==> config.mk <==
export PLATFORM = sky130hd
export DESIGN_NAME = dual_edge_pixel_output
export DESIGN_NICKNAME = d
export VERILOG_FILES = /design/src/pixel_out_pkg.sv /design/src/pixel_fifo.sv /design/src/dual_edge_pixel_output.sv
export VERILOG_INCLUDE_DIRS = /design/src
export SDC_FILE = /design/constraint.sdc
export NUM_CORES = 1
export LEC_CHECK = 0
export BUFFER_PORTS_ARGS = -buffer_cell sky130_fd_sc_hd__buf_2
export CAP_MARGIN = 20
export CORE_MARGIN = 3
export CORE_UTILIZATION = 30
export DETAILED_ROUTE_END_ITERATION = 8
export PLACE_DENSITY = 0.57
export SYNTH_ARGS = -nofsm -noshare
export SYNTH_HDL_FRONTEND = slang
export SYNTH_SLANG_ARGS = --single-unit
==> constraint.sdc <==
create_clock -name MCLK -period 5 [get_ports MCLK]
set_input_delay 0.25 -clock MCLK [delete_from_list [all_inputs] [get_ports MCLK]]
set_output_delay 0.25 -clock MCLK [all_outputs]
set_load 0.01 [all_outputs]
==> src/pixel_out_map.svh <==
// Bit positions, offsets and timing figures of the dual-edge pixel output
`ifndef PIXEL_OUT_MAP_SVH
`define PIXEL_OUT_MAP_SVH

`define PO_BUS_W        36
`define PO_COMP_W       12
`define PO_OFS_18       6'd0
`define PO_OFS_15       6'd3
`define PO_OFS_12       6'd6
`define PO_BITS_18      6'd12
`define PO_BITS_15      6'd10
`define PO_BITS_12      6'd8
`define PO_FULL_B_LSB   0
`define PO_FULL_G_LSB   12
`define PO_FULL_R_LSB   24
`define PO_MAX_PCLK_KHZ 148500
`define PO_MCLK_KHZ     10000
`define PO_FIFO_DEPTH   8
`define PO_RST_BUS      36'h0_0000_0000
`define PO_RST_FMT      2'h0
`define PO_RST_WIDTH    2'h0

`endif

==> src/pixel_out_pkg.sv <==
// Types shared by the dual-edge pixel output and its testbench
package pixel_out_pkg;

  // One 4:4:4 pixel with its separate syncs
  typedef struct packed {
    logic [11:0] cr_r;
    logic [11:0] y_g;
    logic [11:0] cb_b;
    logic        hs;
    logic        vs;
    logic        de;
  } pixel_t;

  typedef enum logic [1:0] {
    FMT_FULL     = 2'b00,
    FMT_HALF     = 2'b01,
    FMT_HALF_CLK = 2'b10
  } out_fmt_t;

  typedef enum logic [1:0] {
    BW_18 = 2'b00,
    BW_15 = 2'b01,
    BW_12 = 2'b10
  } bus_width_t;

endpackage : pixel_out_pkg

==> src/pixel_fifo.sv <==
// Flip-flop FIFO with valid and ready on both sides
`timescale 1ns/100ps
`include "pixel_out_map.svh"

module pixel_fifo #(
  parameter int WIDTH = 39,
  parameter int DEPTH = `PO_FIFO_DEPTH
) (
  // Clock and reset
  input  wire logic             clk,
  input  wire logic             rst_n,
  // Filling side
  input  wire logic             in_valid,
  output logic                  in_ready,
  input  wire logic [WIDTH-1:0] in_data,
  // Draining side
  output logic                  out_valid,
  input  wire logic             out_ready,
  output logic [WIDTH-1:0]      out_data
);
  localparam int AW = $clog2(DEPTH);

  // Pointer wrap relies on a power-of-two depth
  if (DEPTH < 2 || (DEPTH & (DEPTH - 1)) != 0) begin : g_bad_depth
    $error("pixel_fifo: DEPTH must be a power of two, at least 2");
  end

  logic [WIDTH-1:0] mem_reg [DEPTH];
  logic [AW-1:0]    wr_reg;
  logic [AW-1:0]    rd_reg;
  logic [AW:0]      count_reg;
  logic [AW:0]      count_next;
  logic             push;
  logic             pop;

  assign push      = in_valid && in_ready;
  assign pop       = out_valid && out_ready;
  assign out_valid = (count_reg != '0);
  assign out_data  = mem_reg[rd_reg];
  assign count_next = count_reg + (AW + 1)'(push) - (AW + 1)'(pop);

  // Storage, written only on an accepted word
  always_ff @(posedge clk) begin
    if (push) begin
      mem_reg[wr_reg] <= in_data;
    end
  end

  // Pointers and fill level
  always_ff @(posedge clk or negedge rst_n) begin
    if (!rst_n) begin
      wr_reg    <= '0;
      rd_reg    <= '0;
      count_reg <= '0;
    end else begin
      if (push) wr_reg <= wr_reg + 1'b1;
      if (pop) rd_reg <= rd_reg + 1'b1;
      count_reg <= count_next;
    end
  end

  // Ready is registered so the source sees a clean flop
  always_ff @(posedge clk or negedge rst_n) begin
    if (!rst_n) begin
      in_ready <= 1'b0;
    end else begin
      in_ready <= (count_next < (AW + 1)'(DEPTH));
    end
  end
endmodule : pixel_fifo

==> src/dual_edge_pixel_output.sv <==
// Dual-edge and half-rate-clock 4:4:4 pixel output formatter
`timescale 1ns/100ps
`include "pixel_out_map.svh"

// Operation
// Half-width mode: output clock at pixel rate, data changes twice per pixel.
// First pixel half goes with rising clock edge, second half with falling.
// 18-bit: blue and low green first, high green and red second, lines 0-17.
// 15-bit: same pattern on lines 3-17, lines 0-2 unused.
// 12-bit: same pattern on lines 6-17, lines 0-5 unused.
// YCbCr uses RGB positions: Cb for blue, Y for green, Cr for red.
// Horizontal sync, vertical sync and data enable have their own pins.
// Half-rate-clock variant keeps the ordinary full-width bus layout.
// Half-rate-clock variant: clock at half pixel rate, data on both edges.
// Output bus up to 36 bits, clock up to 148.5 MHz.
// Format and bus width come from static configuration inputs.
module dual_edge_pixel_output
  import pixel_out_pkg::*;
#(
  parameter int BUS_W = `PO_BUS_W,
  parameter int DEPTH = `PO_FIFO_DEPTH
) (
  // Clock and reset
  input  wire logic             MCLK,
  input  wire logic             RESET_N,
  // Static configuration pins
  input  wire logic [1:0]       OUT_FORMAT,
  input  wire logic [1:0]       BUS_WIDTH,
  // Incoming pixels
  input  wire logic             PIX_VALID,
  output logic                  PIX_READY,
  input  wire pixel_t           PIX_DATA,
  // Video output pins
  output logic [BUS_W-1:0]      VIDEO_OUT_BUS,
  output logic                  PIXEL_CLK_OUT,
  output logic                  HSYNC_OUT,
  output logic                  VSYNC_OUT,
  output logic                  DE_OUT
);

  // Bus layout fixed at 36 lines; the MCLK figure is checked against the 148.5 MHz pin limit
  if (BUS_W != `PO_BUS_W || `PO_MCLK_KHZ > `PO_MAX_PCLK_KHZ) begin : g_bad_bus
    $error("dual_edge_pixel_output: bus must be 36 lines");
  end

  // Half-width word for one edge; narrow widths keep the component MSBs
  function automatic logic [35:0] half_word(pixel_t p, bus_width_t w, logic second);
    logic [5:0]  n;
    logic [5:0]  h;
    logic [5:0]  o;
    logic [35:0] b;
    logic [35:0] g;
    logic [35:0] r;
    logic [35:0] v;
    case (w)
      BW_15: begin
        n = `PO_BITS_15;
        o = `PO_OFS_15;
      end
      BW_12: begin
        n = `PO_BITS_12;
        o = `PO_OFS_12;
      end
      default: begin
        n = `PO_BITS_18;
        o = `PO_OFS_18;
      end
    endcase
    h = n >> 1;
    b = {24'h00_0000, p.cb_b} >> (`PO_BITS_18 - n);
    g = {24'h00_0000, p.y_g} >> (`PO_BITS_18 - n);
    r = {24'h00_0000, p.cr_r} >> (`PO_BITS_18 - n);
    if (second) begin
      v = (g >> h) | (r << h);
    end else begin
      v = b | ((g & ((36'h0_0000_0001 << h) - 36'h0_0000_0001)) << n);
    end
    return v << o;
  endfunction : half_word

  // Ordinary full-width layout with separate syncs
  function automatic logic [35:0] full_word(pixel_t p);
    logic [35:0] v;
    v = `PO_RST_BUS;
    v[`PO_FULL_B_LSB +: `PO_COMP_W] = p.cb_b;
    v[`PO_FULL_G_LSB +: `PO_COMP_W] = p.y_g;
    v[`PO_FULL_R_LSB +: `PO_COMP_W] = p.cr_r;
    return v;
  endfunction : full_word

  logic [1:0]  fmt_s1_reg;
  logic [1:0]  fmt_s2_reg;
  logic [1:0]  wid_s1_reg;
  logic [1:0]  wid_s2_reg;
  out_fmt_t    fmt;
  bus_width_t  wid;
  logic        phase_reg;
  logic        load;
  logic        head_valid;
  pixel_t      head;
  pixel_t      cur_reg;
  pixel_t      cur_next;

  // Config pins are asynchronous straps; two flops before use
  always_ff @(posedge MCLK or negedge RESET_N) begin
    if (!RESET_N) begin
      fmt_s1_reg <= `PO_RST_FMT;
      fmt_s2_reg <= `PO_RST_FMT;
      wid_s1_reg <= `PO_RST_WIDTH;
      wid_s2_reg <= `PO_RST_WIDTH;
    end else begin
      fmt_s1_reg <= OUT_FORMAT;
      fmt_s2_reg <= fmt_s1_reg;
      wid_s1_reg <= BUS_WIDTH;
      wid_s2_reg <= wid_s1_reg;
    end
  end

  // Static while video runs, so no retiming against the pixel phase
  assign fmt = out_fmt_t'(fmt_s2_reg);
  assign wid = bus_width_t'(wid_s2_reg);

  // Pixel buffer; stalls the source through PIX_READY
  pixel_fifo #(
    .WIDTH ($bits(pixel_t)),
    .DEPTH (DEPTH)
  ) u_fifo (
    .clk       (MCLK),
    .rst_n     (RESET_N),
    .in_valid  (PIX_VALID),
    .in_ready  (PIX_READY),
    .in_data   (PIX_DATA),
    .out_valid (head_valid),
    .out_ready (load),
    .out_data  (head)
  );

  // Pixel-rate enable: a new pixel every second MCLK
  always_ff @(posedge MCLK or negedge RESET_N) begin
    if (!RESET_N) begin
      phase_reg <= 1'b0;
    end else begin
      phase_reg <= ~phase_reg;
    end
  end

  assign load     = ~phase_reg;
  // Underrun sends a blank pixel rather than stalling the clock
  assign cur_next = head_valid ? head : pixel_t'('0);

  // Current pixel held for the second half
  always_ff @(posedge MCLK or negedge RESET_N) begin
    if (!RESET_N) begin
      cur_reg <= pixel_t'('0);
    end else if (load) begin
      cur_reg <= cur_next;
    end
  end

  // Syncs and enable ride on their own pins, one value per pixel
  always_ff @(posedge MCLK or negedge RESET_N) begin
    if (!RESET_N) begin
      HSYNC_OUT <= 1'b0;
      VSYNC_OUT <= 1'b0;
      DE_OUT    <= 1'b0;
    end else if (load) begin
      HSYNC_OUT <= cur_next.hs;
      VSYNC_OUT <= cur_next.vs;
      DE_OUT    <= cur_next.de;
    end
  end

  // Data pins: two halves per pixel, or one full word
  always_ff @(posedge MCLK or negedge RESET_N) begin
    if (!RESET_N) begin
      VIDEO_OUT_BUS <= `PO_RST_BUS;
    end else if (fmt == FMT_HALF) begin
      VIDEO_OUT_BUS <= half_word(load ? cur_next : cur_reg, wid, ~load);
    end else if (load) begin
      VIDEO_OUT_BUS <= full_word(cur_next);
    end
  end

  // Clock pin: high for the first half, or toggled per pixel at half rate
  always_ff @(posedge MCLK or negedge RESET_N) begin
    if (!RESET_N) begin
      PIXEL_CLK_OUT <= 1'b0;
    end else if (fmt == FMT_HALF_CLK) begin
      if (load) PIXEL_CLK_OUT <= ~PIXEL_CLK_OUT;
    end else begin
      PIXEL_CLK_OUT <= load;
    end
  end
endmodule : dual_edge_pixel_output

==> run metrics, run 1 <==
summed negative setup slack over all endpoints 0 ps; reg-to-reg endpoint VIDEO_OUT_BUS[14]; headroom to the max-slew limit 33.4%; total gr overflow 0; post-synth design cell area 17,000 um^2; # rows 86; Req. time, crit path 5400 ps; hold path start PIX_VALID; number of nets produced by synthesis 1,210; actual transition at the worst max-transition pin 997 ps; slowest library cell on the worst path a221oi_1; Finished Cell Area 20,200 um^2; period utilization 79.1%; leading cell type in the layout, fill and taps excluded edfxtp_1; final-report hold violation count 0; flops & latches, synth 396; ratio of routed vias to standard cells 5.21; proportion of layout cells with a drive suffix above 1 18.4%; met1 capacity usage during global routing 24.5%; dpl cell area 18,300 um^2; xor and xnor area share after synthesis 0.310%; overall power 11,000 uW; Yosys warning count 0; commonest non-fill, non-tap cells in the layout edfxtp_1, mux2i_1, nand2_1; Horiz. Die Dim 244 um; Post-CTS Setup Repair Bufs 0; count of unique library cells instantiated by Yosys 85; first element of the critical path u_fifo.count_reg[2]; sequence of cells on the critical path inv_1 > ha_1 > nor3b_1 > or2_1 > inv_2 > buf_4 > nand3_1 > nand2_1 > o21ai_0 > o21ai_0 > a221oi_1 > a221oi_1; minimum clock period 3960 ps; mean routed wirelength per cell 24.6 um; M2 GR Usage 26.3%; total clock sinks 396; vias in the first global route 11.0k; met3 demand-to-capacity share in global routing 2.50%; proportion of synthesized area in mux cells 10.1%; highest ir drop seen on vdd 0.257 mV; Hold Crit Depth 4; number of buffer and inverter instances along the worst setup path 3; remaining design rule violation count 0; status finished, final reports clean; adder-cell share of the synthesized area 0.856%; Simple-Gate Fraction of Synth Area 6.81%; Power per Cell Area 545 nW/um^2; top flip-flop cell by instance count after synthesis edfxtp_1; launching point of the worst reg2reg path u_fifo.count_reg[2]; H-tree depth 2; CORE AREA 55,500 um^2; IO Pins 87; worst hold-check path type in -> reg; arrival time at the worst endpoint 4350 ps; synthesized netlist cell count 1,153; detailed-placement wirelength estimate 33,500 um; clock tree skew after final layout 18.7 ps; number of filler instances in the final layout 5,374; CP Max Fanout 27; share of synthesized area occupied by flip-flops and latches 67.7%; total via count in the routed design 10.8k; Worst path top cell family by delay compound AO/OA/AOI/OAI gates; final wirelength 51,100 um; flop2flop setup slack 1040 ps; cell depth of the worst setup path 12; largest net degree at the start of global routing 54; Starting Density 30.5%; highest attainable clock frequency 253 MHz; clock latency at the later pin of the worst-skew pair 580 ps; final slew viol count 0; Post-Synthesis Mean Instance Area 14.7 um^2; Longest Clk Path Bufs 3; Final nets 1,347; number of input and output port buffers inserted 86; combinational family with the most area after synthesis compound AO/OA/AOI/OAI gates; TritonCTS clock tree done; remaining antenna violation count 0; worst hold-check slack 61.9 ps; first-pass GRT wire length 76,300 um; area of the die 59,400 um^2; share of the synthesized area in compound gates (AO/OA/AOI/OAI) 10.8%; clock input transition at the sequential cells of the worst setup and hold paths 60 ps; terminating pin of the worst hold path u_fifo.wr_reg[0]; setup repair after global routing missed its margin no; Synth async-reset ratio 21.2%; global placer's final weighted congestion 0.942; crit path kind reg -> reg; Overall Global Routing Usage 17.1%; area overhead of the layout relative to synthesis 18.9%; most used routing layer in global routing met2; y dimension of the die 244 um; diode insertion count for antenna repair 0; CTS Root Buffer Type clkbuf_16; maximum capacitance violations 0; number of iterations in the first detailed-routing pass 5; number of antenna violations at the first check in global routing 0; crit start category register; TritonCTS Buffers 43; CP peak stage delay 690 ps; crit path capture type register; flip-flop count of the largest register after layout 312; Setup violations, final 0; count of cells along the worst register-to-register path 12; leakage power 0.00731 uW; Initial DRC Count 1,118; number of synthesized flops with an enable pin 312
==> worst max-delay path by stage <==
stage / end / slack (ps)
floorplan: u_fifo.mem_reg[0][0] / 1030
CTS: VIDEO_OUT_BUS[14] / 1090
finish: VIDEO_OUT_BUS[14] / 1040
detailed placement: VIDEO_OUT_BUS[14] / 1130
global route: VIDEO_OUT_BUS[14] / 790
global placement: VIDEO_OUT_BUS[14] / 1040
==> tightest hold or removal path, cell delays in order <==
cell and delay, ps:
buf_2 80, nand2_1 120, nand2_1 100, nand2_1 50
==> routing by layer <==
layer	share of wire, %	up-vias
met5	0	-
met2	45	389
li1	-	4789
met1	46	5546
met4	3.5	0
met3	5.4	76
==> layout make-up <==
| type | count | area (um^2) | area share (%) |
|---|---|---|---|
| Sequential cell | 396 | 11500 | 56.9 |
| Multi-Input combinational cell | 657 | 4970 | 24.7 |
| Timing Repair Buffer | 166 | 1210 | 6.02 |
| Clock buffer | 55 | 1160 | 5.76 |
| Tap cell | 748 | 936 | 4.64 |
| Clock inverter | 25 | 307 | 1.52 |
| Inverter | 26 | 97.6 | 0.484 |
==> cells by family after synthesis <==
family	after synthesis
and+or+nand+nor	245
AOI/OAI and AO/OA	249
adders and majority gates	11
DFF	396
xor gates and xnor gates	6
buffers and inverters	100
muxes	146
==> report_power, final <==
part / switching (uW) / internal (uW)
Sequential: 392 / 4130
Combinational: 1950 / 1230
Clock: 1340 / 1970
Total: 3670 / 7320
==> metrics by stage <==
stage	util (%)	worst slack (ps)	cells
4_1_cts	36.3	1090	2073
3_3_place_gp	32.8	1040	1946
2_1_floorplan	-	1030	1153
3_5_place_dp	32.9	1130	1949
5_1_grt	36.3	791	2073
6_report	36.3	1040	2073
==> repair_timing <==
action,4_1_cts,5_1_grt
resized for setup,0,0
endpoints found under the hold margin,352,0
hold buffers,44,0
==> Yosys cell counts, types with 9 or more instances <==
cell | count | area, um^2
a211oi_1 | 14 | 105
a21oi_1 | 41 | 205
a22oi_1 | 51 | 383
a31oi_1 | 21 | 131
a32oi_1 | 11 | 96.3
buf_1 | 12 | 45.0
buf_2 | 18 | 90.1
clkbuf_1 | 25 | 93.8
dfrtp_1 | 84 | 2100
edfxtp_1 | 312 | 9370
ha_1 | 10 | 125
inv_1 | 23 | 86.3
mux2i_1 | 124 | 1240
mux4_2 | 20 | 450
nand2_1 | 97 | 364
nand2b_1 | 9 | 56.3
nand3_1 | 39 | 195
nor2_1 | 42 | 158
nor2b_1 | 9 | 56.3
nor3_1 | 13 | 65.1
o21ai_0 | 21 | 105
o22ai_1 | 11 | 68.8
No activity file was read; power rests on OpenSTA's default activity.
==> run 2, diff against run 1 <==
==> constraint.sdc (replaced) <==
create_clock -name MCLK -period 3.7 [get_ports MCLK]
set_input_delay 0.185 -clock MCLK [delete_from_list [all_inputs] [get_ports MCLK]]
set_output_delay 0.185 -clock MCLK [all_outputs]
set_load 0.01 [all_outputs]
==> run 2 against run 1 <==
Effect of this change:
- critical path depth did not move
- sequential power rose by 35%
- via count increased by 1.2%
- power up 38%
- non-clock buffer count is 36 higher
- sequential cell count is the same
- clock skew rose by 5.1 ps
- register-to-register slack got worse by 900 ps
- hold slack better by 190 ps
- cell count rose by 2.0%
- largest power group unchanged
==> run metrics, run 2 (synthesis gave the netlist of run 1 again) <==
status finished, final reports clean; total clock sinks 396; final wirelength 51,600 um; TritonCTS clock tree done; total via count in the routed design 10.9k; final standard cell count with taps included and fillers excluded 2,114; post-placement setup slack 260 ps; detailed-placement wirelength estimate 33,700 um; headroom to the max-slew limit 34.2%; global placer's final weighted congestion 0.977; H-tree depth 2; Initial DRC Count 1,037; final-report hold violation count 0; crit start category register; setup repair after global routing missed its margin no; CP peak stage delay 500 ps; Longest Clk Path Bufs 3; highest ir drop seen on vdd 0.333 mV; clock tree skew after final layout 23.8 ps; routed length on met1 23,100 um; minimum clock period 3560 ps; final slew viol count 0; number of filler instances in the final layout 5,310; vias in the first global route 11.1k; CORE AREA 55,500 um^2; area of the die 59,400 um^2; proportion of layout cells with a drive suffix above 1 20.1%; remaining design rule violation count 0; commonest non-fill, non-tap cells in the layout edfxtp_1, mux2i_1, nand2_1; CTS Root Buffer Type clkbuf_16; flip-flop count of the largest register after layout 312; power share of the sequential group 40.4%; highest attainable clock frequency 281 MHz; period utilization 96.2%; Post-CTS Setup Repair Bufs 0; end-of-flow core utilization 37.0%; highest metal used met4; maximum capacitance violations 0; Starting Density 30.5%; relative contribution of the clock network to total power 29.7%; most common cell type on the critical path a31oi_1; Overall Global Routing Usage 17.2%; worst hold-check path type in -> reg; Resized Gates After CTS 0; largest net degree at the start of global routing 100; sequence of cells on the critical path inv_1 > ha_1 > nor3b_1 > buf_4 > or2_1 > inv_2 > a32o_1 > a31oi_1 > o211ai_1 > and4bb_1 > a211oi_1 > a31oi_1; clock input transition at the sequential cells of the worst setup and hold paths 60 ps; leading cell type in the layout, fill and taps excluded edfxtp_1; metal3 WL 3180 um; actual transition at the worst max-transition pin 987 ps; flop2flop setup slack 140 ps; area overhead of the layout relative to synthesis 21.0%; Setup WS post-layout 142 ps; combinational cell fraction of total power 29.9%; number of input and output port buffers inserted 86; number of antenna violations at the first check in global routing 1; IO Pins 87; slowest library cell on the worst path nor3b_1; placed cell count 1,984; arrival time at the worst endpoint 3990 ps; met2 wirelength from detailed routing 23,900 um; internal power contribution 10,100 uW; summed negative setup slack over all endpoints 0 ps; Setup violations, final 0; number of iterations in the first detailed-routing pass 5; P_sw 5070 uW; # rows 86; mean routed wirelength per cell 24.4 um; ratio of routed vias to standard cells 5.17; crit path kind reg -> reg; total gr overflow 0; Power per Cell Area 738 nW/um^2; Final nets 1,385; first-pass GRT wire length 76,200 um; CP Max Fanout 12; cts-stage hold buffer count 45; leakage power 0.00749 uW; crit path capture type register; clock latency at the later pin of the worst-skew pair 590 ps; TritonCTS Buffers 45; remaining antenna violation count 0; switch share 33.5%; Horiz. Die Dim 244 um; y dimension of the die 244 um; Req. time, crit path 4130 ps
-- run 2: cell types whose count changed in the layout (fill, tap and decap cells not counted), sizes merged --
cell / before / now
buf: 122 / 157
clkbuf: 55 / 63
inv: 28 / 25
clkinv: 17 / 15
clkinvlp: 0 / 1
diode: 0 / 1
dlygate4sd3: 44 / 45
-- run 2: routing by layer --
| layer | track usage (%) | vias up |
|---|---|---|
| li1 | - | 4864 |
| met1 | 24.0 | 5594 |
| met2 | 27.3 | 387 |
| met3 | 3.21 | 88 |
| met4 | 5.42 | 0 |
| met5 | 0 | - |
-- run 2: final timing paths --
| check | start | to | cells past startpoint |
|---|---|---|---|
| max | u_fifo.count_reg[2] | VIDEO_OUT_BUS[10] | 12 |
| min | OUT_FORMAT[1] | fmt_s1_reg[1] | 2 |
| max reg2reg | u_fifo.count_reg[2] | VIDEO_OUT_BUS[10] | 12 |
| min reg2reg | fmt_s1_reg[1] | fmt[1] | 0 |
| max in group asynchronous | RESET_N | u_fifo.rd_reg[0] | 3 |
| min in group asynchronous | RESET_N | asynchronous set/reset pin | 2 |
-- run 2: final cells by class --
cell class | instances | area (um^2) | area share (%)
Sequential cell | 396 | 11500 | 56.0
Clock buffer | 63 | 1190 | 5.82
Antenna cell | 1 | 2.50 | 0.0122
Clock inverter | 21 | 307 | 1.49
Inverter | 26 | 97.6 | 0.476
Multi-Input combinational cell | 657 | 4980 | 24.3
Timing Repair Buffer | 202 | 1520 | 7.39
Tap cell | 748 | 936 | 4.56
-- run 2: power by group through the flow --
stage / clock (uW) / sequential [uW] / combinational, uW
finish: 4500 / 6120 / 4530
global route: 4820 / 6190 / 4890
CTS: 4630 / 6130 / 4560
detailed placement: 0 / 6210 / 4510
global placement: 0 / 6200 / 4500
floorplan: 0 / 6020 / 2960
-- run 2: metrics by stage --
stage / hold slack, ps / cell area [um^2] / total power, uW
finish: 255 / 20500 / 15100
global route: 235 / 20500 / 15900
CTS: 214 / 20500 / 15300
detailed placement: 295 / 18600 / 10700
global placement: 297 / 18600 / 10700
floorplan: -111 / 17000 / 8980
-- run 2: worst max-delay path: cells and delay by family (launching register included) --
kind	cells	cell delay (ps)
adders and majority gates	1	140
buffers and inverters	3	430
AOI/OAI and AO/OA	5	1530
DFF	1	370
and+or+nand+nor	3	920
==> run 3, diff against run 2 <==
--- a/config.mk
+++ b/config.mk
@@ -9,9 +9,9 @@
 export BUFFER_PORTS_ARGS = -buffer_cell sky130_fd_sc_hd__buf_2
 export CAP_MARGIN = 20
 export CORE_MARGIN = 3
-export CORE_UTILIZATION = 30
+export CORE_UTILIZATION = 25
 export DETAILED_ROUTE_END_ITERATION = 8
-export PLACE_DENSITY = 0.57
+export PLACE_DENSITY = 0.51
 export SYNTH_ARGS = -nofsm -noshare
 export SYNTH_HDL_FRONTEND = slang
 export SYNTH_SLANG_ARGS = --single-unit
==> constraint.sdc (replaced) <==
create_clock -name MCLK -period 3.7 [get_ports MCLK]
set_input_delay 1.11 -clock MCLK [delete_from_list [all_inputs] [get_ports MCLK]]
set_output_delay 1.11 -clock MCLK [all_outputs]
set_load 0.01 [all_outputs]
==> run 3 against run 2 <==
Effect of this change:
- critical path depth unchanged
- highest routed layer is now met5
- clock power shrank 4%
- largest power group unchanged
- register-to-register slack gained 210 ps
- cell count up 2.8%
- via count fell by 1.0%
- global-route usage shrank 2.2 points
- final area shrank 1.6%
- sequential share of layout area up 0.91 points
- power decreased by 0.82%
==> run metrics, run 3 (synthesis gave the netlist of run 1 again) <==
Overall Global Routing Usage 15.0%; clock latency at the later pin of the worst-skew pair 590 ps; hold path start wid_s1_reg[1]; first-pass GRT wire length 78,200 um; Setup violations, final 0; largest net degree at the start of global routing 82; vias in the first global route 11.0k; number of input and output port buffers inserted 86; multi-input gate area in the final layout 4990 um^2; clock input transition at the sequential cells of the worst setup and hold paths 70 ps; status finished, final reports clean; y dimension of the die 266 um; final-report hold violation count 0; arrival time at the worst endpoint 3800 ps; number of filler instances in the final layout 6,609; setup repair after global routing missed its margin no; crit path kind reg -> reg; Horiz. Die Dim 266 um; reg-to-reg endpoint VIDEO_OUT_BUS[6]; total gr overflow 0; proportion of layout cells with a drive suffix above 1 20.7%; maximum capacitance violations 0; remaining design rule violation count 0; Starting Density 25.5%; # rows 94; area overhead of the layout relative to synthesis 19.1%; launching point of the worst reg2reg path u_fifo.count_reg[2]; global placer's final weighted congestion 0.928; worst hold-check path type reg -> reg; total via count in the routed design 10.8k; count of cells along the worst register-to-register path 12; commonest non-fill, non-tap cells in the layout edfxtp_1, mux2i_1, nand2_1; cts-stage hold buffer count 0; TritonCTS Buffers 42; Final nets 1,332; Hold Crit Depth 0; flop2flop setup slack 360 ps; actual transition at the worst max-transition pin 919 ps; IO Pins 87; number of antenna violations at the first check in global routing 3; Initial DRC Count 970; Setup WS post-layout 357 ps; H-tree depth 2; crit start category register; detailed-placement wirelength estimate 35,000 um; register cell area after layout 11,500 um^2; TritonCTS clock tree done; period utilization 90.4%; remaining antenna violation count 0; CP Max Fanout 20; total clock sinks 396; highest attainable clock frequency 299 MHz; Req. time, crit path 4160 ps; headroom to the max-slew limit 38.5%; number of iterations in the first detailed-routing pass 5; summed negative setup slack over all endpoints 0 ps; Resized Gates After CTS 0; terminating pin of the worst hold path wid[1]; clock tree skew after final layout 39.7 ps; ratio of routed vias to standard cells 4.98; CORE AREA 66,500 um^2; mean routed wirelength per cell 24.5 um; final wirelength 53,200 um; CTS Root Buffer Type clkbuf_16; highest ir drop seen on vdd 0.333 mV; minimum clock period 3340 ps; flip-flop count of the largest register after layout 312; Power per Cell Area 744 nW/um^2; leading cell type in the layout, fill and taps excluded edfxtp_1; Longest Clk Path Bufs 3; crit path capture type register; Post-CTS Setup Repair Bufs 0; final slew viol count 0; worst hold-check slack 355 ps; post-placement setup slack 139 ps; leakage power 0.00727 uW; area of the die 71,000 um^2
## run 3: where the power goes
| group | switching, uW | internal [uW] |
|---|---|---|
| clock network | 1780 | 2520 |
| registers | 561 | 5570 |
| logic | 2760 | 1820 |
| total | 5100 | 9920 |
## run 3: layer usage
metal	wire length (um)	track usage, %	share of wire [%]	vias up
met5	13	0	0.024	-
met4	1390	4.33	2.6	2
met3	2830	2.78	5.3	85
met2	25200	24.4	47	350
met1	23800	20.5	45	5627
li1	-	-	-	4759
## run 3: final cells by class
cell class	instances	share of cell area (%)
Multi-Input combinational cell	657	24.7
Inverter	26	0.483
Antenna cell	1	0.0124
Clock buffer	53	5.56
Timing Repair Buffer	152	5.59
Sequential cell	396	56.9
Tap cell	864	5.35
Clock inverter	24	1.43
## run 3: worst max-delay path by stage
| stage | startpoint | end | slack (ps) | cells after the start |
|---|---|---|---|---|
| after floorplan | PIX_VALID | u_fifo.mem_reg[2][0] | 70 | 3 |
| after global placement | u_fifo.count_reg[2] | VIDEO_OUT_BUS[6] | 210 | 12 |
| after detailed placement | u_fifo.count_reg[2] | VIDEO_OUT_BUS[6] | 140 | 12 |
| after CTS | u_fifo.count_reg[2] | VIDEO_OUT_BUS[6] | 120 | 12 |
| after global routing | u_fifo.count_reg[2] | VIDEO_OUT_BUS[7] | 220 | 12 |
| final | u_fifo.count_reg[2] | VIDEO_OUT_BUS[6] | 360 | 12 |
## run 3: through the flow
stage | cell area (um^2) | util, % | total power (uW) | cells
finish | 20200 | 30.4 | 15000 | 2173
global route | 20200 | 30.4 | 15800 | 2172
CTS | 20200 | 30.4 | 15200 | 2172
detailed placement | 18800 | 28.2 | 10900 | 2095
global placement | 18800 | 28.2 | 10900 | 2095
floorplan | 17000 | - | 8980 | 1153
## run 3: critical path, stage by stage, from the launching register on
cell and delay [ps]:
dfrtp_1 360, inv_1 90, ha_1 150, nor3b_2 510, or2_1 220, inv_2 120, buf_4 260, nand3_1 120
o221ai_1 120, o22ai_1 550, o22ai_1 320, a32oi_1 290, o21ai_0 110
